$ cat src/shared/rref_consts.svh
// Byte values, field offsets and lengths of the host link messages.
`ifndef RREF_CONSTS_SVH
`define RREF_CONSTS_SVH
`define RREF_SOP 8'hFB
`define RREF_T_RD_CMD 8'h06
`define RREF_T_WR_CMD 8'h07
`define RREF_T_RD_REP 8'h16
`define RREF_T_WR_REP 8'h17
`define RREF_T_EVT 8'h26
`define RREF_T_ANN 8'h27
`define RREF_L_RD_CMD 8'h07
`define RREF_L_WR_CMD_BASE 8'h07
`define RREF_L_MAX_CMD 8'h17
`define RREF_L_RD_REP_ERR 8'h06
`define RREF_L_RD_REP_BASE 8'h09
`define RREF_L_WR_REP 8'h06
`define RREF_L_EVT_BASE 8'h05
`define RREF_L_ANN 8'h02
`define RREF_ST_OK 8'h00
`define RREF_ST_INVALID 8'hE1
`define RREF_ST_STARTUP 8'hA0
`define RREF_ST_RO_WRITE 8'hE4
`define RREF_ST_BROWNOUT 8'hEC
`define RREF_ST_WATCHDOG 8'hED
`define RREF_ST_HW_FAULT 8'hEE
`define RREF_RSSI_INVALID 8'h7F
`define RREF_O_TYPE 5'h02
`define RREF_O_ADDR 5'h03
`define RREF_O_CMD_OFF 5'h06
`define RREF_O_CMD_BANK 5'h07
`define RREF_O_CMD_SIZE 5'h08
`define RREF_O_CMD_VAL 5'h09
`define RREF_O_RD_VAL 7'h0B
`define RREF_O_EVT_PAY 7'h07
`define RREF_BUF_DEPTH 25
`endif

$ cat src/shared/rref_pkg.sv
// Types shared by the host link framer and its users.
package rref_pkg;
  typedef struct packed {
    logic [23:0] addr;
    logic [7:0] off;
    logic [7:0] bank;
    logic [7:0] size;
  } rref_rd_cmd_s;
  typedef struct packed {
    logic [23:0] addr;
    logic [7:0] off;
    logic [7:0] bank;
    logic [7:0] size;
    logic [127:0] value;
  } rref_wr_cmd_s;
  typedef struct packed {
    logic [7:0] status;
    logic [23:0] addr;
    logic [7:0] rssi;
    logic [7:0] off;
    logic [7:0] bank;
    logic [7:0] size;
    logic [127:0] value;
  } rref_rd_rep_s;
  typedef struct packed {
    logic [7:0] status;
    logic [23:0] addr;
    logic [7:0] rssi;
  } rref_wr_rep_s;
  typedef struct packed {
    logic [23:0] addr;
    logic [7:0] rssi;
    logic [6:0] count;
  } rref_evt_s;
  typedef enum logic [2:0] {
    RREF_P_HUNT = 3'b000,
    RREF_P_LEN = 3'b001,
    RREF_P_BODY = 3'b010,
    RREF_P_DECODE = 3'b011,
    RREF_P_HOLD = 3'b100
  } rref_pstate_e;
  typedef enum logic [2:0] {
    RREF_K_NONE = 3'b000,
    RREF_K_ANN = 3'b001,
    RREF_K_RD = 3'b010,
    RREF_K_WR = 3'b011,
    RREF_K_EVT = 3'b100
  } rref_kind_e;
endpackage

$ cat src/core/rref_framer.sv
// Host link framer: parses far register commands and builds replies, events and announcements.
`timescale 1ns/100ps
`include "rref_consts.svh"

module rref_framer #(
  parameter int PAYLOAD_MAX = 103,
  parameter int VALUE_BYTES = 16
) (
  input wire logic core_clk_i,
  input wire logic rst_i,
  input wire logic [7:0] rx_data_i,
  input wire logic rx_valid_i,
  output logic rx_ready_o,
  output logic [7:0] tx_data_o,
  output logic tx_valid_o,
  input wire logic tx_ready_i,
  output rref_pkg::rref_rd_cmd_s rd_cmd_o,
  output logic rd_cmd_valid_o,
  input wire logic rd_cmd_ready_i,
  output rref_pkg::rref_wr_cmd_s wr_cmd_o,
  output logic wr_cmd_valid_o,
  input wire logic wr_cmd_ready_i,
  input wire rref_pkg::rref_rd_rep_s rd_rep_i,
  input wire logic rd_rep_valid_i,
  output logic rd_rep_ready_o,
  input wire rref_pkg::rref_wr_rep_s wr_rep_i,
  input wire logic wr_rep_valid_i,
  output logic wr_rep_ready_o,
  input wire rref_pkg::rref_evt_s evt_i,
  input wire logic evt_valid_i,
  output logic evt_ready_o,
  input wire logic [7:0] pay_data_i,
  input wire logic pay_valid_i,
  output logic pay_ready_o,
  input wire logic startup_done_i,
  input wire logic ro_write_err_i,
  input wire logic brownout_i,
  input wire logic watchdog_i,
  input wire logic hw_fault_i
);

  if (PAYLOAD_MAX < 1 || PAYLOAD_MAX > 103 || VALUE_BYTES != 16) begin : g_param_check
    $error("rref_framer: unsupported payload or value size");
  end

  localparam logic [6:0] PAY_MAX = 7'(PAYLOAD_MAX);

  // Parser state.
  rref_pkg::rref_pstate_e pstate;
  logic [7:0] pbuf [0:`RREF_BUF_DEPTH-1];
  logic [7:0] premain;
  logic [7:0] plen;
  logic [7:0] pidx;
  logic rd_ok;
  logic wr_ok;
  logic cmd_bad;
  logic [7:0] ptype;
  logic [7:0] psize;

  assign ptype = pbuf[`RREF_O_TYPE];
  assign psize = pbuf[`RREF_O_CMD_SIZE];

  function automatic logic size_ok(input logic [7:0] s);
    size_ok = (s != 8'h00) && (s <= 8'(VALUE_BYTES));
  endfunction

  // A message too long to buffer is still counted through, then rejected.
  always_comb begin
    rd_ok = 1'b0;
    wr_ok = 1'b0;
    cmd_bad = 1'b0;
    if (ptype == `RREF_T_RD_CMD) begin
      rd_ok = (plen == `RREF_L_RD_CMD) && size_ok(psize);
      cmd_bad = !rd_ok;
    end else if (ptype == `RREF_T_WR_CMD) begin
      wr_ok = (plen <= `RREF_L_MAX_CMD) && size_ok(psize)
              && (plen == `RREF_L_WR_CMD_BASE + psize);
      cmd_bad = !wr_ok;
    end
  end

  assign rx_ready_o = (pstate != rref_pkg::RREF_P_HOLD) && (pstate != rref_pkg::RREF_P_DECODE);

  always_ff @(posedge core_clk_i or posedge rst_i) begin
    if (rst_i) begin
      pstate <= rref_pkg::RREF_P_HUNT;
      premain <= 8'h00;
      plen <= 8'h00;
      pidx <= 8'h00;
      rd_cmd_valid_o <= 1'b0;
      wr_cmd_valid_o <= 1'b0;
    end else begin
      case (pstate)
        rref_pkg::RREF_P_HUNT: begin
          if (rx_valid_i && rx_data_i == `RREF_SOP) begin
            pstate <= rref_pkg::RREF_P_LEN;
          end
        end
        rref_pkg::RREF_P_LEN: begin
          if (rx_valid_i) begin
            plen <= rx_data_i;
            premain <= rx_data_i;
            pidx <= 8'h02;
            pstate <= (rx_data_i == 8'h00) ? rref_pkg::RREF_P_HUNT : rref_pkg::RREF_P_BODY;
          end
        end
        rref_pkg::RREF_P_BODY: begin
          if (rx_valid_i) begin
            pidx <= pidx + 8'h01;
            premain <= premain - 8'h01;
            if (premain == 8'h01) begin
              pstate <= rref_pkg::RREF_P_DECODE;
            end
          end
        end
        rref_pkg::RREF_P_DECODE: begin
          rd_cmd_valid_o <= rd_ok;
          wr_cmd_valid_o <= wr_ok;
          pstate <= (rd_ok || wr_ok) ? rref_pkg::RREF_P_HOLD : rref_pkg::RREF_P_HUNT;
        end
        rref_pkg::RREF_P_HOLD: begin
          if ((rd_cmd_valid_o && rd_cmd_ready_i) || (wr_cmd_valid_o && wr_cmd_ready_i)) begin
            rd_cmd_valid_o <= 1'b0;
            wr_cmd_valid_o <= 1'b0;
            pstate <= rref_pkg::RREF_P_HUNT;
          end
        end
        default: begin
          pstate <= rref_pkg::RREF_P_HUNT;
        end
      endcase
    end
  end

  always_ff @(posedge core_clk_i or posedge rst_i) begin
    if (rst_i) begin
      for (int i = 0; i < `RREF_BUF_DEPTH; i++) begin
        pbuf[i] <= 8'h00;
      end
    end else if (pstate == rref_pkg::RREF_P_BODY && rx_valid_i
                 && pidx < 8'(`RREF_BUF_DEPTH)) begin
      pbuf[pidx[4:0]] <= rx_data_i;
    end
  end

  always_comb begin
    rd_cmd_o.addr = {pbuf[5], pbuf[4], pbuf[3]};
    rd_cmd_o.off = pbuf[`RREF_O_CMD_OFF];
    rd_cmd_o.bank = pbuf[`RREF_O_CMD_BANK];
    rd_cmd_o.size = psize;
    wr_cmd_o.addr = rd_cmd_o.addr;
    wr_cmd_o.off = rd_cmd_o.off;
    wr_cmd_o.bank = rd_cmd_o.bank;
    wr_cmd_o.size = psize;
    for (int i = 0; i < 16; i++) begin
      wr_cmd_o.value[8*i +: 8] = pbuf[`RREF_O_CMD_VAL + i];
    end
  end

  // Announcement requests: bit order A0, E1, E4, EC, ED, EE; lowest goes first.
  logic [5:0] ann_pend;
  logic [5:0] ann_set;
  logic [5:0] ann_clr;
  logic [2:0] ann_pick;
  logic [2:0] ann_sel;

  assign ann_set = {hw_fault_i, watchdog_i, brownout_i, ro_write_err_i,
                    pstate == rref_pkg::RREF_P_DECODE && cmd_bad, startup_done_i};

  function automatic logic [7:0] ann_code(input logic [2:0] s);
    case (s)
      3'h0: ann_code = `RREF_ST_STARTUP;
      3'h1: ann_code = `RREF_ST_INVALID;
      3'h2: ann_code = `RREF_ST_RO_WRITE;
      3'h3: ann_code = `RREF_ST_BROWNOUT;
      3'h4: ann_code = `RREF_ST_WATCHDOG;
      3'h5: ann_code = `RREF_ST_HW_FAULT;
      default: ann_code = `RREF_ST_INVALID;
    endcase
  endfunction

  always_comb begin
    ann_pick = 3'h0;
    for (int i = 5; i >= 0; i--) begin
      if (ann_pend[i]) begin
        ann_pick = 3'(i);
      end
    end
  end

  // A new request in the clearing cycle keeps its flag set.
  always_ff @(posedge core_clk_i or posedge rst_i) begin
    if (rst_i) begin
      ann_pend <= 6'h00;
    end else begin
      ann_pend <= (ann_pend & ~ann_clr) | ann_set;
    end
  end

  // Transmit framing.
  rref_pkg::rref_kind_e tx_kind;
  logic [6:0] tx_idx;
  logic [7:0] tx_len;
  logic tx_load;
  logic tx_last;
  logic tx_is_pay;
  logic rd_good;
  logic [6:0] evt_cnt;

  assign rd_good = (rd_rep_i.status == `RREF_ST_OK) && size_ok(rd_rep_i.size);
  assign evt_cnt = (evt_i.count > PAY_MAX) ? PAY_MAX : evt_i.count;

  always_comb begin
    case (tx_kind)
      rref_pkg::RREF_K_ANN: tx_len = `RREF_L_ANN;
      rref_pkg::RREF_K_RD: tx_len = rd_good ? `RREF_L_RD_REP_BASE + rd_rep_i.size
                                            : `RREF_L_RD_REP_ERR;
      rref_pkg::RREF_K_WR: tx_len = `RREF_L_WR_REP;
      rref_pkg::RREF_K_EVT: tx_len = `RREF_L_EVT_BASE + {1'b0, evt_cnt};
      default: tx_len = 8'h00;
    endcase
  end

  function automatic logic [7:0] rssi_clip(input logic [7:0] r);
    rssi_clip = r;
  endfunction

  always_comb begin
    tx_is_pay = (tx_kind == rref_pkg::RREF_K_EVT) && (tx_idx >= `RREF_O_EVT_PAY);
    tx_last = ({1'b0, tx_idx} == tx_len + 8'h01);
    tx_load = (tx_kind != rref_pkg::RREF_K_NONE) && (!tx_valid_o || tx_ready_i)
              && !(tx_is_pay && !pay_valid_i);
    pay_ready_o = tx_load && tx_is_pay;
    rd_rep_ready_o = tx_load && tx_last && tx_kind == rref_pkg::RREF_K_RD;
    wr_rep_ready_o = tx_load && tx_last && tx_kind == rref_pkg::RREF_K_WR;
    evt_ready_o = tx_load && tx_last && tx_kind == rref_pkg::RREF_K_EVT;
    ann_clr = 6'h00;
    if (tx_load && tx_last && tx_kind == rref_pkg::RREF_K_ANN) begin
      ann_clr[ann_sel] = 1'b1;
    end
  end

  // Byte at a given offset of the frame in flight.
  logic [7:0] next_byte;
  logic [7:0] rd_status;
  logic [6:0] vidx;

  assign rd_status = rd_good ? `RREF_ST_OK
                   : (rd_rep_i.status == `RREF_ST_OK ? `RREF_ST_INVALID : rd_rep_i.status);
  assign vidx = tx_idx - `RREF_O_RD_VAL;

  always_comb begin
    next_byte = 8'h00;
    case (tx_idx)
      7'h00: next_byte = `RREF_SOP;
      7'h01: next_byte = tx_len;
      default: begin
        case (tx_kind)
          rref_pkg::RREF_K_ANN: begin
            next_byte = (tx_idx == 7'h02) ? `RREF_T_ANN : ann_code(ann_sel);
          end
          rref_pkg::RREF_K_RD: begin
            case (tx_idx)
              7'h02: next_byte = `RREF_T_RD_REP;
              7'h03: next_byte = rd_status;
              7'h04: next_byte = rd_rep_i.addr[7:0];
              7'h05: next_byte = rd_rep_i.addr[15:8];
              7'h06: next_byte = rd_rep_i.addr[23:16];
              7'h07: next_byte = rssi_clip(rd_rep_i.rssi);
              7'h08: next_byte = rd_rep_i.off;
              7'h09: next_byte = rd_rep_i.bank;
              7'h0A: next_byte = rd_rep_i.size;
              default: next_byte = rd_rep_i.value[{vidx[3:0], 3'b000} +: 8];
            endcase
          end
          rref_pkg::RREF_K_WR: begin
            case (tx_idx)
              7'h02: next_byte = `RREF_T_WR_REP;
              7'h03: next_byte = wr_rep_i.status;
              7'h04: next_byte = wr_rep_i.addr[7:0];
              7'h05: next_byte = wr_rep_i.addr[15:8];
              7'h06: next_byte = wr_rep_i.addr[23:16];
              default: next_byte = rssi_clip(wr_rep_i.rssi);
            endcase
          end
          rref_pkg::RREF_K_EVT: begin
            case (tx_idx)
              7'h02: next_byte = `RREF_T_EVT;
              7'h03: next_byte = evt_i.addr[7:0];
              7'h04: next_byte = evt_i.addr[15:8];
              7'h05: next_byte = evt_i.addr[23:16];
              7'h06: next_byte = evt_i.rssi;
              default: next_byte = pay_data_i;
            endcase
          end
          default: next_byte = 8'h00;
        endcase
      end
    endcase
  end

  // Frame selection; the frame ends after its last byte, failed reads after power.
  always_ff @(posedge core_clk_i or posedge rst_i) begin
    if (rst_i) begin
      tx_kind <= rref_pkg::RREF_K_NONE;
      tx_idx <= 7'h00;
      ann_sel <= 3'h0;
    end else if (tx_kind == rref_pkg::RREF_K_NONE) begin
      tx_idx <= 7'h00;
      ann_sel <= ann_pick;
      if (ann_pend != 6'h00) begin
        tx_kind <= rref_pkg::RREF_K_ANN;
      end else if (rd_rep_valid_i) begin
        tx_kind <= rref_pkg::RREF_K_RD;
      end else if (wr_rep_valid_i) begin
        tx_kind <= rref_pkg::RREF_K_WR;
      end else if (evt_valid_i) begin
        tx_kind <= rref_pkg::RREF_K_EVT;
      end
    end else if (tx_load) begin
      tx_idx <= tx_idx + 7'h01;
      if (tx_last) begin
        tx_kind <= rref_pkg::RREF_K_NONE;
      end
    end
  end

  always_ff @(posedge core_clk_i or posedge rst_i) begin
    if (rst_i) begin
      tx_valid_o <= 1'b0;
      tx_data_o <= 8'h00;
    end else if (tx_load) begin
      tx_valid_o <= 1'b1;
      tx_data_o <= next_byte;
    end else if (tx_ready_i) begin
      tx_valid_o <= 1'b0;
    end
  end

endmodule

$ cat config.mk
export PLATFORM = sky130hd
export DESIGN_NAME = rref_framer
export DESIGN_NICKNAME = d
export VERILOG_FILES = /design/src/shared/rref_pkg.sv /design/src/core/rref_framer.sv
export VERILOG_INCLUDE_DIRS = /design/src /design/src/shared
export SDC_FILE = /design/constraint.sdc
export NUM_CORES = 1
export LEC_CHECK = 0
export ABC_AREA = 1
export BUFFER_PORTS_ARGS = -buffer_cell sky130_fd_sc_hd__clkbuf_2
export CORE_AREA = 2 2 212 214
export DETAILED_ROUTE_END_ITERATION = 7
export DIE_AREA = 0 0 214 216
export PLACE_DENSITY = 0.57
export SETUP_SLACK_MARGIN = 0.2
export SYNTH_ARGS = -nofsm -noshare
export SYNTH_HDL_FRONTEND = slang
export SYNTH_SLANG_ARGS = --single-unit
$ cat constraint.sdc
create_clock -name core_clk_i -period 13.34 [get_ports core_clk_i]
set_input_delay 1.334 -clock core_clk_i [delete_from_list [all_inputs] [get_ports core_clk_i]]
set_output_delay 1.334 -clock core_clk_i [all_outputs]
set_load 0.05 [all_outputs]
# Yosys cells after proc, flatten, opt, wreduce, memory -nomap -nowiden
# Cells that the tools add are included.
# word_totals
ff_bits,257
inputBits,302
output_inout_bits,240
elab_cells,207
# classes
add_sub_neg,8
order_cmp,10
eq_ne,37
shift,1
muxes,57
bitwise_logic,4
n_reduce_logical,53
# op_table
op,count
200-bit bitwise mux,1
128-bit by 8-bit variable part select with 8-bit output,1
8-bit one-hot mux with 5 select lines,2
8-bit 2-to-1 mux,9
8-bit one-hot mux with 9 select lines,1
8-bit one-hot mux with 4 select lines,2
3-bit 2-to-1 mux,19
8-bit one-hot mux with 2 select lines,3
8-bit demux with 5-bit select,1
7-bit one-hot mux with 5 select lines,1
7-bit by 3-bit equality test with 1-bit output (second input constant),4
1-bit logical AND,25
8-bit by 3-bit equality test with 1-bit output (second input constant),3
8-bit by 5-bit less-or-equal comparator with 1-bit output (second input constant),3
7-bit by 4-bit equality test with 1-bit output (second input constant),3
7-bit 2-to-1 mux,3
3-bit by 2-bit equality test with 1-bit output (second input constant),6
8-bit by 1-bit adder with 8-bit output (second input constant),2
8-bit logical NOT,2
8-bit nonzero test,2
3-bit one-hot mux with 5 select lines,1
7-bit by 2-bit equality test with 1-bit output (second input constant),2
3-bit equality test (second input constant),4
2-bit != test (second input constant),5
41 further kinds,65

# Logic depth before layout (Yosys ltp)
# depth
depth_word,13
mapped_depth,25
depth_no_buf,25

# Least setup slack after synthesis
# No wires, ideal clock.
# synth_timing
kind,input-to-output
start,input port evt_i[3] (netlist bit)
end,output port evt_ready_o
arrival_time_ps,4085
required_time_ps,12006
slack_ps,7922
cell_stages,21
n_path_buf,0
path_cell_list,inv_1 nand2_1 nand2_2 inv_1 or2_2 ha_1 nand2_1 nand2_1 inv_1 nand2_1 ha_1 xor2_1 nor2_1 nand2_1 nor2_1 nand3_1 inv_1 nand2_1 nor2_1 nand3_2 nor2_1
# synth_via
elab_chain_cells,8
# synth_rtl
element,line_no,source
from (decl),rref_framer.sv:29,"input wire rref_pkg::rref_evt_s evt_i,"
7-bit > comparator,rref_framer.sv:211,assign evt_cnt = (evt_i.count > PAY_MAX) ? PAY_MAX : evt_i.count;
7-bit 2-to-1 mux (*),rref_framer.sv:211,
3-bit by 7-bit adder with 8-bit output (no line) (*),n/a,
8-bit one-hot mux with 4 select lines (*),rref_framer.sv:214,case (tx_kind)
8-bit by 1-bit adder with 8-bit output (*),rref_framer.sv:230,"tx_last = ({1'b0, tx_idx} == tx_len + 8'h01);"
7-bit by 8-bit equality test with 1-bit output (*),rref_framer.sv:230,
1-bit logical AND (*) (2 in a row),rref_framer.sv:236,evt_ready_o = tx_load && tx_last && tx_kind == rref_pkg::RREF_K_EVT;
to (decl),rref_framer.sv:31,"output logic evt_ready_o,"
# Mark *: on every way between the ends. The rest lies on a longest branch, timed or not.

# Final worst setup path
# layout_timing
start,input port evt_i[3] (netlist bit)
end,output port rd_rep_ready_o
# layout_via
elab_chain_cells,8
# layout_rtl
element,line_no,source
7-bit > comparator,rref_framer.sv:211,
7-bit 2-to-1 mux (*),rref_framer.sv:211,
3-bit by 7-bit adder with 8-bit output (no line) (*),n/a,
8-bit one-hot mux with 4 select lines (*),rref_framer.sv:214,
8-bit by 1-bit adder with 8-bit output (*),rref_framer.sv:230,
7-bit by 8-bit equality test with 1-bit output (*),rref_framer.sv:230,
1-bit logical AND (*) (2 in a row),rref_framer.sv:234,rd_rep_ready_o = tx_load && tx_last && tx_kind == rref_pkg::RREF_K_RD;
to (decl),rref_framer.sv:25,"output logic rd_rep_ready_o,"
# Marked as above.

==> impl_metrics.tcl <==
set metrics [dict create \
    netlist_area_sq_um 14900 \
    crit_type "primary input to output pin" \
    die-area_sq_um 46200 \
    synthAdderAreaFrac_pct 1.42 \
    grt_pass1_vias 13900 \
    pre_cts_ws_ns 7.72 \
    cts_tree "yes" \
    crit_path_start_kind "primary input" \
    die_h_microns 216 \
    min_path_cells 2 \
    final_layout_size_suffix_gt1_share_pct 28.8 \
    finClkSkew_ns 0.0165 \
    max_stage_delay_ns 0.34 \
    numCtsBuffers 27 \
    crit_path_top_delay_cell "ha_1" \
    antenna_found_initial 0 \
    synth-main-ff-cell "dfrtp_1" \
    clkSinkCount 241 \
    diodes 0 \
    cts_setup_buffers 0 \
    port_buffers 541 \
    synth_fp_nets 2286 \
    synth.distinct_cells 52 \
    cap_violations 0 \
    ir_drop_v 0.000171 \
    dpl_cell_area_sq_um 16500 \
    hold_end "wr_cmd_o[122]" \
    grt_max_degree 113 \
    drt-total-wl_microns 53700 \
    status "finished clean" \
    place.gp.congestion 1.02 \
    layout-area-overhead-vs-synth_pct 16.1 \
    synthXorXnorAreaFrac_pct 1.06 \
    leakage_nw 8.93 \
    wire_per_inst_microns 18.8 \
    synth_top_family_by_area "simple AND/OR/NAND/NOR gates" \
    place_inst 2806 \
    grt_pass1_wl_microns 81900 \
    post-route-worst-setup-slack_ns 7.73 \
    hp-start "wr_cmd_o[122]" \
    synthMuxAreaShare_pct 0 \
    path_depth 23 \
    syn_avg_cell_area_sq_um 7.59 \
    grt_overflow 0 \
    drc_errors 0 \
    fin_tns_setup_ns 0 \
    path_buf_inv 6 \
    synth_edf_count 0 \
    clockBufferDepth 3 \
    setup_viol 0 \
    vias 14100 \
    async_flop_share_pct 100 \
    crit_family "simple AND/OR/NAND/NOR gates" \
    hp-class "flip-flop to flip-flop" \
    crit_arrival_ns 4.28 \
    rsz0062_at_grt "false" \
    cp_max_fo 6 \
    yosys_warnings 0 \
    total_power_mw 4.16 \
    maxSlewViolCount 0 \
    finalHoldViolCount 0 \
    relSlewSlack_pct 24.2 \
    cp_cell_sequence "clkbuf_2, inv_1, nand2_1, nand2_2, inv_1, or2_2, ha_1, nand2_1, nand2_1, inv_1, nand2_1, ha_1, xor2_1, nor2_1, nand2_1, nor2_1, nand3_1, inv_1, nand2_1, nor2_1, nand3_2, nor2_1, clkbuf_2" \
    die_w_microns 214 \
    ant_nets 0 \
    cp-end-kind "output pin" \
    ys_seq_area_share_pct 40.4 \
    ios 542 \
    path_common_cell "nand2_1" \
    vias_per_cell 4.93 \
    power_density_nw_per_um2 240 \
    layout.nets 2562 \
    fin_crit_ns 5.61 \
    holdBufCountCts 0 \
    crit_required_ns 12.01 \
    rr_worst_depth 15 \
    syn_inst 1967 \
    reg2reg_slack_ns 8.84 \
    instances_no_fill 2853 \
    drtPass1Iterations 5 \
    fin_area_sq_um 17300 \
    rows 77 \
    clk_pin_slew_worst_paths_ns 0.06 \
    grt_use_total_pct 22.5 \
    ys_ff_latch 241 \
    clock_latency_ns 0.55 \
    root_buffer "clkbuf_16" \
    place.detailed.hpwl_microns 40200 \
    initial_core_util_pct 34.1 \
    clock.fmax_ghz 0.178 \
    post-route-period-util_pct 42.1 \
    worstMarginPinSlew_ns 1.14 \
    htreeDepth 1 \
    r2r-end "tx_data_o[1]" \
    synth_compound_area_share_pct 16.4 \
    cts_resized 0 \
    drt_iter0_drc 958 \
    r2r-start "tx_idx[0]" \
    core_sq_um 43800 \
    synthSimpleGateAreaFrac_pct 23.6 \
]
==> how the worst max path moves through the flow <==
stage,from,end,slack (ns)
5_1_grt,evt_i[3],rd_rep_ready_o,7.42
3_3_place_gp,evt_i[5],evt_ready_o,7.79
2_1_floorplan,rst_i,ann_pend[0],5.39
3_5_place_dp,evt_i[3],rd_rep_ready_o,7.72
4_1_cts,evt_i[3],evt_ready_o,7.71
6_report,evt_i[3],rd_rep_ready_o,7.73
==> placed cells by master (no fill, tap or decap), drive strengths merged, types with 2 or more instances in the layout <==
cell | netlist | routed
inv | 137 | 138
nand3 | 80 | 80
a221oi | 16 | 16
buf | 253 | 15
a221o | 2 | 2
nand2 | 541 | 541
xor2 | 7 | 7
o21bai | 2 | 2
a22o | 6 | 6
a22oi | 11 | 11
xnor2 | 9 | 9
bufinv | 0 | 3
ha | 17 | 17
clkbuf | 56 | 579
o311ai | 8 | 8
o22ai | 5 | 5
a21oi | 100 | 100
o21ai | 254 | 254
or2 | 2 | 2
nor2 | 113 | 113
clkinv | 1 | 5
o211ai | 3 | 3
o221ai | 9 | 9
nor3 | 22 | 22
nand3b | 5 | 5
o2111ai | 4 | 4
dfrtp | 241 | 241
a31oi | 4 | 4
o31ai | 6 | 6
nand4 | 44 | 44
a211oi | 3 | 3
==> logic make-up (layout without fill, tap and decap cells) <==
family	Yosys count	in the layout
AOI/OAI and AO/OA	437	437
adders and majority gates	17	17
and+or+nand+nor	809	809
DFF	241	241
buffers and inverters	447	741
xor gates and xnor gates	16	16
==> power by group <==
part           total (mW)  switching, mW  internal, mW  leakage, nW
registers            1.15          0.190         0.956         3.23
logic                2.25           1.71         0.543         5.26
clock network       0.759          0.307         0.452        0.433
==> cell usage after synthesis, types with 2 or more instances <==
master | n | area share (%)
o22ai_1 | 5 | 0.21
nand3_1 | 76 | 2.5
o211ai_1 | 3 | 0.15
nor2_4 | 3 | 0.23
nand4_1 | 40 | 1.7
nor2_2 | 6 | 0.25
o21bai_1 | 2 | 0.10
o31ai_1 | 6 | 0.30
ha_1 | 17 | 1.4
or2_2 | 2 | 0.084
buf_2 | 22 | 0.74
nor3_4 | 6 | 0.65
a22o_1 | 6 | 0.35
clkbuf_1 | 56 | 1.4
o2111ai_1 | 4 | 0.23
buf_4 | 227 | 11
nand2_1 | 531 | 13
nand3b_1 | 5 | 0.25
o311ai_0 | 7 | 0.41
a221oi_1 | 16 | 0.94
nand3_2 | 3 | 0.20
dfrtp_1 | 241 | 40
a221o_1 | 2 | 0.13
nor2_1 | 104 | 2.6
nand2_2 | 10 | 0.42
inv_1 | 121 | 3.0
xnor2_1 | 8 | 0.47
nor3_1 | 15 | 0.50
a31oi_1 | 4 | 0.17
o21ai_1 | 6 | 0.20
a211oi_1 | 3 | 0.15
a22oi_1 | 11 | 0.55
xor2_1 | 7 | 0.41
a21oi_1 | 100 | 3.4
inv_2 | 16 | 0.40
buf_1 | 3 | 0.075
o221ai_1 | 9 | 0.53
o21ai_0 | 248 | 8.3
nand4_4 | 3 | 0.43
==> worst register-to-register path, stage by stage, from the launching register on <==
cell and delay (ns):
dfrtp_2 0.45, buf_4 0.34, inv_2 0.10, buf_4 0.54, ha_1 0.26, inv_1 0.10
nor3_4 0.90, inv_1 0.09, nand4_1 0.73, nor2_4 0.14, inv_2 0.16, a21oi_1 0.06
o21ai_1 0.24, nand4_1 0.11, nand2_1 0.08, a21oi_1 0.07
==> final cells by class <==
class | instances | area (sq um)
clock inverter | 9 | 130
sequential | 241 | 6030
multi-input combinational | 1279 | 6340
tap | 592 | 741
clock buffer | 38 | 757
timing repair buffer | 556 | 2820
fill | 4646 | 26500
inverter | 138 | 526
==> per-layer routing <==
layer / routed length [microns] / GRT usage [%]
met2: 27800 / 41.9
met3: 2820 / 3.45
met4: 1320 / 6.50
met1: 21700 / 26.8
met5: 0 / 0
==> sequential cells by signal (all words and copies together), names as in the netlist, 3 cells and up <==
signal	count
wr_cmd_o	128
rd_cmd_o	40
pidx	8
plen	8
premain	8
psize	8
ptype	8
tx_data_o	8
tx_idx	7
ann_pend	6
ann_sel	3
pstate	3
tx_kind	3
==> through the flow <==
stage          hold slack, ns  utilization, %
4_1_cts                 0.488            39.6
3_3_place_gp            0.466            37.5
5_1_grt                 0.502            39.6
6_report                0.484            39.6
3_5_place_dp            0.473            37.5
2_1_floorplan           0.453               -
No activity file was read; power rests on OpenSTA's default activity.
